[config.mk]
export PLATFORM = sky130hd
export DESIGN_NAME = iod_decoder
export DESIGN_NICKNAME = d
export VERILOG_FILES = /design/src/iod_pkg.sv /design/src/iod_ea_ext.sv /design/src/iod_decoder.sv
export SDC_FILE = /design/constraint.sdc
export NUM_CORES = 1
export LEC_CHECK = 0
export BUFFER_PORTS_ARGS = -buffer_cell sky130_fd_sc_hd__buf_2
export CAP_MARGIN = 20
export CORE_MARGIN = 4
export CORE_UTILIZATION = 39
export DETAILED_ROUTE_END_ITERATION = 6
export HOLD_SLACK_MARGIN = 0.15
export PLACE_DENSITY = 0.66
export REMOVE_ABC_BUFFERS = 1
export SETUP_SLACK_MARGIN = 0.4
export SYNTH_ARGS = -nofsm -noshare
export SYNTH_HDL_FRONTEND = slang
export SYNTH_SLANG_ARGS = --single-unit
[constraint.sdc]
create_clock -name mclk -period 1.3 [get_ports mclk]
set_clock_uncertainty 0.1 [all_clocks]
set_input_delay 0.13 -clock mclk [delete_from_list [all_inputs] [get_ports mclk]]
set_output_delay 0.13 -clock mclk [all_outputs]
set_load 0.03 [all_outputs]
[src/iod_pkg.sv]
/*
 * Shared constants and types of the integer opcode decoder: opcode lines,
 * opmode and size codes, addressing modes and the decoded control bundle.
 * Assumes one clock domain and operation words delivered one per cycle.
 */
package iod_pkg;

	// ==========================================================
	// Opcode lines, bits 15..12, and the subroutine condition, bits 11..8
	// ==========================================================
	localparam logic [3:0] IOD_LINE_BRANCH = 4'h6;
	localparam logic [3:0] IOD_LINE_QUICK  = 4'h7;
	localparam logic [3:0] IOD_LINE_OR     = 4'h8;
	localparam logic [3:0] IOD_LINE_SUB    = 4'h9;
	localparam logic [3:0] IOD_LINE_CMP    = 4'hb;
	localparam logic [3:0] IOD_LINE_AND    = 4'hc;
	localparam logic [3:0] IOD_COND_SUBR   = 4'h1;

	// ==========================================================
	// Field values
	// ==========================================================
	localparam logic [7:0] IOD_DISP_WORD    = 8'h00;
	localparam logic [7:0] IOD_DISP_LONG    = 8'hff;
	localparam logic [2:0] IOD_OPM_WORD_A   = 3'h3;
	localparam logic [2:0] IOD_OPM_LONG_A   = 3'h7;
	localparam logic [1:0] IOD_OPM_ADDR_LOW = 2'h3;
	localparam logic [1:0] IOD_SZ_CODE_B    = 2'h0;
	localparam logic [1:0] IOD_SZ_CODE_W    = 2'h1;
	localparam logic [1:0] IOD_SZ_CODE_L    = 2'h2;
	localparam logic [1:0] IOD_PAIR_FORM    = 2'h0;
	localparam logic [2:0] IOD_MODE_DREG    = 3'h0;
	localparam logic [2:0] IOD_MODE_AREG    = 3'h1;
	localparam logic [2:0] IOD_MODE_PREDEC  = 3'h4;
	localparam logic [2:0] IOD_MODE_DISP    = 3'h5;
	localparam logic [2:0] IOD_MODE_INDEX   = 3'h6;
	localparam logic [2:0] IOD_MODE_EXT     = 3'h7;
	localparam logic [2:0] IOD_XREG_ABS_W   = 3'h0;
	localparam logic [2:0] IOD_XREG_ABS_L   = 3'h1;
	localparam logic [2:0] IOD_XREG_PC_DISP = 3'h2;
	localparam logic [2:0] IOD_XREG_PC_IDX  = 3'h3;
	localparam logic [2:0] IOD_XREG_IMM     = 3'h4;

	// ==========================================================
	// Counts and reset values
	// ==========================================================
	localparam logic [2:0] IOD_EXT_NONE = 3'd0;
	localparam logic [2:0] IOD_EXT_ONE  = 3'd1;
	localparam logic [2:0] IOD_EXT_TWO  = 3'd2;
	localparam logic       IOD_VALID_RST = 1'b0;

	typedef enum logic [3:0] {
		IOD_CL_NONE, IOD_CL_SUBR_BRANCH, IOD_CL_QUICK_LOAD, IOD_CL_OR,
		IOD_CL_AND, IOD_CL_XOR, IOD_CL_UDIV, IOD_CL_SDIV, IOD_CL_DEC_SUB,
		IOD_CL_SUB, IOD_CL_ADDR_SUB, IOD_CL_EXT_SUB, IOD_CL_CMP,
		IOD_CL_ADDR_CMP, IOD_CL_MEM_CMP, IOD_CL_UMUL
	} iod_class_t;

	typedef enum logic [1:0] {
		IOD_SZ_BYTE, IOD_SZ_WORD, IOD_SZ_LONG, IOD_SZ_NA
	} iod_size_t;

	typedef struct packed {
		iod_class_t  op_class;
		iod_size_t   size;
		logic        to_ea;
		logic        ccr_only;
		logic        mem_to_mem;
		logic [2:0]  dst_reg;
		logic        dst_is_addr;
		logic [2:0]  src_reg;
		logic        src_is_addr;
		logic        ea_used;
		logic [2:0]  ea_mode;
		logic [2:0]  ea_reg;
		logic [2:0]  ext_words;
		logic [31:0] imm;
		logic        illegal;
		logic        claimed;
	} iod_ctrl_t;

endpackage : iod_pkg

[src/iod_ea_ext.sv]
/*
 * Effective-address classifier: extension words and addressing legality.
 * Assumes the caller supplies mode and register fields of one operation word.
 */
module iod_ea_ext
	import iod_pkg::*;
(
	input  wire logic [2:0] mode,
	input  wire logic [2:0] rnum,
	input  wire logic       is_long,
	output logic [2:0]      ext_words,
	output logic            exists,
	output logic            alterable
);

	// ==========================================================
	// Classification
	// ==========================================================
	always_comb begin
		ext_words = IOD_EXT_NONE;
		exists    = 1'b1;
		alterable = 1'b1;
		unique case (mode)
			IOD_MODE_DISP, IOD_MODE_INDEX: ext_words = IOD_EXT_ONE;
			IOD_MODE_EXT: begin
				unique case (rnum)
					IOD_XREG_ABS_W: ext_words = IOD_EXT_ONE;
					IOD_XREG_ABS_L: ext_words = IOD_EXT_TWO;
					IOD_XREG_PC_DISP, IOD_XREG_PC_IDX: begin
						ext_words = IOD_EXT_ONE;
						alterable = 1'b0;
					end
					IOD_XREG_IMM: begin
						// Byte immediates still occupy a whole word
						ext_words = is_long ? IOD_EXT_TWO : IOD_EXT_ONE;
						alterable = 1'b0;
					end
					default: begin
						exists    = 1'b0;
						alterable = 1'b0;
					end
				endcase
			end
			default: ext_words = IOD_EXT_NONE;
		endcase
	end

endmodule : iod_ea_ext

[src/iod_decoder.sv]
/*
 * Integer opcode decoder for the branch, quick-load, logical, divide,
 * subtract, compare and multiply group. Decoded controls are registered.
 * Assumes the prefetch unit presents one word per cycle with op_valid and
 * that words outside this group are decoded elsewhere (claimed stays low).
 */
module iod_decoder
	import iod_pkg::*;
(
	input  wire logic        mclk,
	input  wire logic        nrst,
	input  wire logic        ce,
	input  wire logic        op_valid,
	input  wire logic [15:0] op_word,
	output logic             dec_valid,
	output iod_ctrl_t        dec_ctrl
);

	// ==========================================================
	// Helpers
	// ==========================================================
	function automatic iod_size_t size_of(input logic [1:0] code);
		iod_size_t s;
		s = IOD_SZ_NA;
		unique case (code)
			IOD_SZ_CODE_B: s = IOD_SZ_BYTE;
			IOD_SZ_CODE_W: s = IOD_SZ_WORD;
			IOD_SZ_CODE_L: s = IOD_SZ_LONG;
			default:       s = IOD_SZ_NA;
		endcase
		return s;
	endfunction : size_of

	function automatic logic [31:0] sext8(input logic [7:0] b);
		return {{24{b[7]}}, b};
	endfunction : sext8

	// ==========================================================
	// Field split
	// ==========================================================
	logic [3:0] line;
	logic [2:0] opmode;
	logic [2:0] reg_hi;
	logic [2:0] reg_lo;
	logic [2:0] mode;
	logic [7:0] low_byte;
	logic       pair_form;
	logic       rm_bit;

	assign line      = op_word[15:12];
	assign opmode    = op_word[8:6];
	assign reg_hi    = op_word[11:9];
	assign reg_lo    = op_word[2:0];
	assign mode      = op_word[5:3];
	assign low_byte  = op_word[7:0];
	assign rm_bit    = op_word[3];
	// Register-pair forms hide inside the to-ea opmodes
	assign pair_form = op_word[8] && (op_word[5:4] == IOD_PAIR_FORM);

	// ==========================================================
	// Opcode classification
	// ==========================================================
	iod_ctrl_t base;
	logic      data_src_only;

	always_comb begin
		base               = '0;
		base.op_class      = IOD_CL_NONE;
		base.size          = IOD_SZ_NA;
		base.ea_mode       = mode;
		base.ea_reg        = reg_lo;
		base.dst_reg       = reg_hi;
		base.src_reg       = reg_lo;
		base.ext_words     = IOD_EXT_NONE;
		data_src_only      = 1'b0;
		unique case (line)
			IOD_LINE_BRANCH: begin
				if (op_word[11:8] == IOD_COND_SUBR) begin
					base.claimed  = 1'b1;
					base.op_class = IOD_CL_SUBR_BRANCH;
					if (low_byte == IOD_DISP_WORD) begin
						base.size      = IOD_SZ_WORD;
						base.ext_words = IOD_EXT_ONE;
					end else if (low_byte == IOD_DISP_LONG) begin
						base.size      = IOD_SZ_LONG;
						base.ext_words = IOD_EXT_TWO;
					end else begin
						base.size = IOD_SZ_BYTE;
						base.imm  = sext8(low_byte);
					end
				end
			end
			IOD_LINE_QUICK: begin
				base.claimed  = 1'b1;
				base.op_class = IOD_CL_QUICK_LOAD;
				base.size     = IOD_SZ_LONG;
				base.imm      = sext8(low_byte);
				base.illegal  = op_word[8];
			end
			IOD_LINE_OR: begin
				base.claimed = 1'b1;
				if (opmode == IOD_OPM_WORD_A || opmode == IOD_OPM_LONG_A) begin
					base.op_class = opmode[2] ? IOD_CL_SDIV : IOD_CL_UDIV;
					base.size     = IOD_SZ_WORD;
					base.ea_used  = 1'b1;
					data_src_only = 1'b1;
				end else if (pair_form) begin
					// Only opmode 100 is the decimal form; its neighbours decode elsewhere
					base.claimed     = (opmode == 3'h4);
					base.op_class    = base.claimed ? IOD_CL_DEC_SUB : IOD_CL_NONE;
					base.size        = IOD_SZ_BYTE;
					base.mem_to_mem  = rm_bit;
					base.dst_is_addr = rm_bit;
					base.src_is_addr = rm_bit;
				end else begin
					base.op_class = IOD_CL_OR;
					base.size     = size_of(opmode[1:0]);
					base.to_ea    = opmode[2];
					base.ea_used  = 1'b1;
					data_src_only = 1'b1;
				end
			end
			IOD_LINE_SUB: begin
				base.claimed = 1'b1;
				if (opmode[1:0] == IOD_OPM_ADDR_LOW) begin
					base.op_class    = IOD_CL_ADDR_SUB;
					base.size        = opmode[2] ? IOD_SZ_LONG : IOD_SZ_WORD;
					base.dst_is_addr = 1'b1;
					base.ea_used     = 1'b1;
				end else if (pair_form) begin
					base.op_class    = IOD_CL_EXT_SUB;
					base.size        = size_of(opmode[1:0]);
					base.mem_to_mem  = rm_bit;
					base.dst_is_addr = rm_bit;
					base.src_is_addr = rm_bit;
				end else begin
					base.op_class = IOD_CL_SUB;
					base.size     = size_of(opmode[1:0]);
					base.to_ea    = opmode[2];
					base.ea_used  = 1'b1;
				end
			end
			IOD_LINE_CMP: begin
				base.claimed = 1'b1;
				if (opmode[1:0] == IOD_OPM_ADDR_LOW) begin
					base.op_class    = IOD_CL_ADDR_CMP;
					base.size        = opmode[2] ? IOD_SZ_LONG : IOD_SZ_WORD;
					base.dst_is_addr = 1'b1;
					base.ccr_only    = 1'b1;
					base.ea_used     = 1'b1;
				end else if (op_word[8] && mode == IOD_MODE_AREG) begin
					base.op_class    = IOD_CL_MEM_CMP;
					base.size        = size_of(opmode[1:0]);
					base.mem_to_mem  = 1'b1;
					base.dst_is_addr = 1'b1;
					base.src_is_addr = 1'b1;
					base.ccr_only    = 1'b1;
				end else if (op_word[8]) begin
					base.op_class = IOD_CL_XOR;
					base.size     = size_of(opmode[1:0]);
					base.to_ea    = 1'b1;
					base.ea_used  = 1'b1;
					data_src_only = 1'b1;
				end else begin
					base.op_class = IOD_CL_CMP;
					base.size     = size_of(opmode[1:0]);
					base.ccr_only = 1'b1;
					base.ea_used  = 1'b1;
				end
			end
			IOD_LINE_AND: begin
				// Signed multiply and pair/exchange forms belong to other decoders
				if (opmode == IOD_OPM_WORD_A) begin
					base.claimed  = 1'b1;
					base.op_class = IOD_CL_UMUL;
					base.size     = IOD_SZ_WORD;
					base.ea_used  = 1'b1;
					data_src_only = 1'b1;
				end else if (opmode != IOD_OPM_LONG_A && !pair_form) begin
					base.claimed  = 1'b1;
					base.op_class = IOD_CL_AND;
					base.size     = size_of(opmode[1:0]);
					base.to_ea    = opmode[2];
					base.ea_used  = 1'b1;
					data_src_only = 1'b1;
				end
			end
			default: base.claimed = 1'b0;
		endcase
	end

	// ==========================================================
	// Effective-address checks and extension words
	// ==========================================================
	logic [2:0] ea_ext;
	logic       ea_exists;
	logic       ea_alterable;

	iod_ea_ext u_ea (
		.mode      (mode),
		.rnum      (reg_lo),
		.is_long   (base.size == IOD_SZ_LONG),
		.ext_words (ea_ext),
		.exists    (ea_exists),
		.alterable (ea_alterable)
	);

	iod_ctrl_t next_ctrl;
	logic      bad_ea;

	// Address-register direct cannot feed logic, divide, multiply or byte ops
	always_comb begin
		next_ctrl = base;
		bad_ea    = 1'b0;
		if (base.ea_used) begin
			next_ctrl.ext_words = ea_ext;
			bad_ea = !ea_exists
			      || (base.to_ea && !ea_alterable)
			      || (mode == IOD_MODE_AREG && (data_src_only || base.size == IOD_SZ_BYTE));
		end
		if (base.claimed && (base.size == IOD_SZ_NA || bad_ea)) begin
			next_ctrl.illegal = 1'b1;
		end
		if (base.mem_to_mem) begin
			next_ctrl.ea_mode = IOD_MODE_PREDEC;
		end
	end

	// ==========================================================
	// Output registers
	// ==========================================================
	always_ff @(posedge mclk or negedge nrst) begin
		if (!nrst) begin
			dec_valid <= IOD_VALID_RST;
		end else if (ce) begin
			dec_valid <= op_valid;
		end
	end

	// Hold last decode while idle so the datapath never sees a glitch
	always_ff @(posedge mclk or negedge nrst) begin
		if (!nrst) begin
			dec_ctrl <= '0;
		end else if (ce && op_valid) begin
			dec_ctrl <= next_ctrl;
		end
	end

endmodule : iod_decoder

==> reports/qor.csv <==
stage;metric;value;unit
timing;setup_viol;20;
critical_path;critPathTopFamily;compound AO/OA/AOI/OAI gates;
die;initial_core_util;40.9;%
power_and_ir_drop;seqPwrFrac;33.2;%
critical_path;critPathLaunchType;primary input;
route;drtIter0Drc;204;
die;dieArea;0.00671;sq mm
timing;rsz0062_at_grt;yes;
route;route.met3.wl;654;microns
synthesis;ys_ff_latch;33;
die;dieHeight;81.9;microns
layout;fin_nets;427;
global_route;antenna_found_initial;0;
synthesis;synth-edff-count;0;
timing;finalSetupTns;-3.55;ns
cts;clock_latency;0.28;ns
placed_design;numPlacedInstances;422;
route;routed_wl;9110;microns
synthesis;ys.flop_type;dfrtp_1;
placed_design;dp_hpwl;5240;microns
min_path;hp-class;primary input to flop;
timing;period_needed;1.69;ns
critical_path;path_class;primary input to flop;
critical_path;crit_buf_inv;1;
cts;cts_sinks;33;
global_route;grt_pass1_wl;13200;microns
timing;fin_ws;-0.394;ns
route;wl_met1;3520;microns
synthesis;synth.avg_cell_area;8.36;sq um
synthesis;synth_top_area_cell;dfrtp_1;
outcome;violations;negative setup slack;
cts;numCtsBuffers;5;
layout;mostFrequentLayoutCells;buf_4, buf_6, nand2_1;
layout;final_common_cell;buf_4;
synthesis;yosys.cell_types.count;53;
layout;drive_gt1_share;62.0;%
global_route;grt_start_max_net_pins;34;
timing;period_share;130;%
placed_design;port_buffers;80;
global_route;overflow;0;
power_and_ir_drop;leakagePower;0.00209;uW
route;dr.max_layer_used;met4;
placed_design;gp_congestion;0.870;
layout;stdcell_count;478;
synthesis;netlist_area;0.00213;sq mm
power_and_ir_drop;combPwrFrac;38.9;%
synthesis;syn_inst;255;
route;wl_met2;4640;microns
critical_path;cp_cell_sequence;buf_8, or3b_4, o22a_1, a222oi_1, nand2_1, o31a_1, o41ai_2;
cts;clkTransAtPathRegs;0.07;ns
route;drc;0;
outcome;status;complete, but fails checks;
power_and_ir_drop;clockPowerShare;27.9;%
power_and_ir_drop;vdd_drop_max;0.000713;V
route;via_per_inst;5.45;
cts;cts_buffer_depth;2;
die;num_rows;26;
power_and_ir_drop;p_int;2410;uW
global_route;grt_usage;25.9;%
synthesis;yosysSeqAreaShare;38.8;%
route;ant_nets;0;
synthesis;synth_top_cells_by_area;dfrtp_1, buf_4, nand2_1;
die;core;0.00520;sq mm
synthesis;yosys_warnings;0;
cts;h-tree-depth;2;
placed_design;dpl_worst_slack;-0.729;ns
die;boundaryPins;82;
critical_path;worstSetupEndpointType;flop;
global_route;grt_pass1_vias;2540;
cts;root_buffer;clkbuf_8;
layout;multi_input_area;0.00139;sq mm
layout;seq_area;827;sq um
critical_path;required;1.39;ns
layout;fillCellCount;292;
timing;drv_slew;0;
power_and_ir_drop;switching_power;1180;uW
critical_path;crit_fanout;3;
route;vias;2604;
route;wl_per_cell;19.1;microns
die;die_x;81.9;microns
route;dr.pass1.iters;4;
cts;hold_buffers;4;
power_and_ir_drop;switching_share;32.8;%
timing;hold_violations;0;
cts;tritoncts;built;
synthesis;async_flop_share;100;%
layout;syn2layout_area_growth;102;%
timing;fmax;0.590;GHz
run;cap_violations;0;
layout;antenna_cells;0;
critical_path;cp_slowest_cell;a222oi_1;
critical_path;crit_arrival;1.78;ns
critical_path;critPathMaxStageDelay;0.40;ns
synthesis;yosysTopAreaCellShare;38.8;%
power_and_ir_drop;power.density;833;mW/mm^2
cell type report:
class | count | area share (%)
clock inverters | 1 | 0.697
well taps | 70 | 2.03
clock buffers | 7 | 2.00
inverters | 3 | 0.261
repair buffers | 194 | 43.5
flip-flops and latches | 33 | 19.2
multi-input cells | 170 | 32.4
power groups by stage:
stage	sequential (uW)	combinational (uW)	clock (uW)
2_1_floorplan	1430	199	0
3_3_place_gp	1180	880	0
3_5_place_dp	1180	885	0
4_1_cts	1180	1240	1020
5_1_grt	1200	1470	1060
6_report	1190	1400	1000
flip-flops by register name (all words and copies together), names as in the netlist:
register   cells
dec_ctrl      32
dec_valid      1
cell usage after synthesis, types with 4 or more instances:
master	count
nor3_1	8
nand2_1	50
nand3_1	6
clkbuf_1	18
nor2_1	7
nand2b_1	5
dfrtp_1	33
a21oi_1	8
o211ai_1	4
o21ai_0	15
buf_4	29
nor4_1	5
a22o_1	7
path summary, 6_finish.rpt:
check	from	to	slack (ns)	cells after the start
setup / recovery	op_word[13]	dec_ctrl[35]$_DFFE_PN0P_	-0.39	7
hold / removal	op_word[9]	dec_ctrl[49]$_DFFE_PN0P_	0.06	4
hold reg to reg	dec_ctrl[53]$_DFFE_PN0P_	dec_ctrl[53]$_DFFE_PN0P_	0.41	1
setup reg to reg	dec_ctrl[32]$_DFFE_PN0P_	dec_ctrl[32]$_DFFE_PN0P_	0.15	3
max in group asynchronous	nrst	dec_ctrl[32]$_DFFE_PN0P_	0.59	3
min in group asynchronous	nrst	dec_ctrl[57]$_DFFE_PN0P_	0.25	3
routing by layer:
metal	up-vias	global-route usage (%)
li1	1181	-
met1	1250	31.2
met5	-	0
met4	0	6.64
met2	143	46.4
met3	30	5.81
worst reg2reg max path, cell delays in order, from the launching register on:
cell and delay, ns:
dfrtp_2 0.45, buf_6 0.16, buf_4 0.14, a22o_1 0.20
cells by family (layout without fill, tap and decap cells):
logic type	count (synthesis)	count (layout)	synth area share [%]
AOI/OAI and AO/OA	59	59	19.6
xor gates and xnor gates	2	2	0.822
buffers and inverters	52	205	14.4
DFF	33	33	38.8
muxes	1	1	0.470
other	1	1	0.176
and+or+nand+nor	107	107	25.8
metrics by stage:
step,total power [uW],area [sq um],hold WS (ns),utilization (%)
finish,3590,4310,0.0566,82.8
global route,3740,4310,0.0543,82.8
CTS,3440,3980,0.0347,76.5
detailed placement,2070,2830,0.0870,54.4
global placement,2060,2830,0.0819,54.4
floorplan,1630,1840,-0.266,-
repair_timing:
action / CTS / global route
endpoints found under the setup margin: 86 / 89
endpoints found under the hold margin: 43 / 6
setup buffers: 22 / 21
pin swaps: 23 / 21
gates resized for setup: 223 / 41
gates cloned: 1 / 0
No activity file was read; power rests on OpenSTA's default activity.
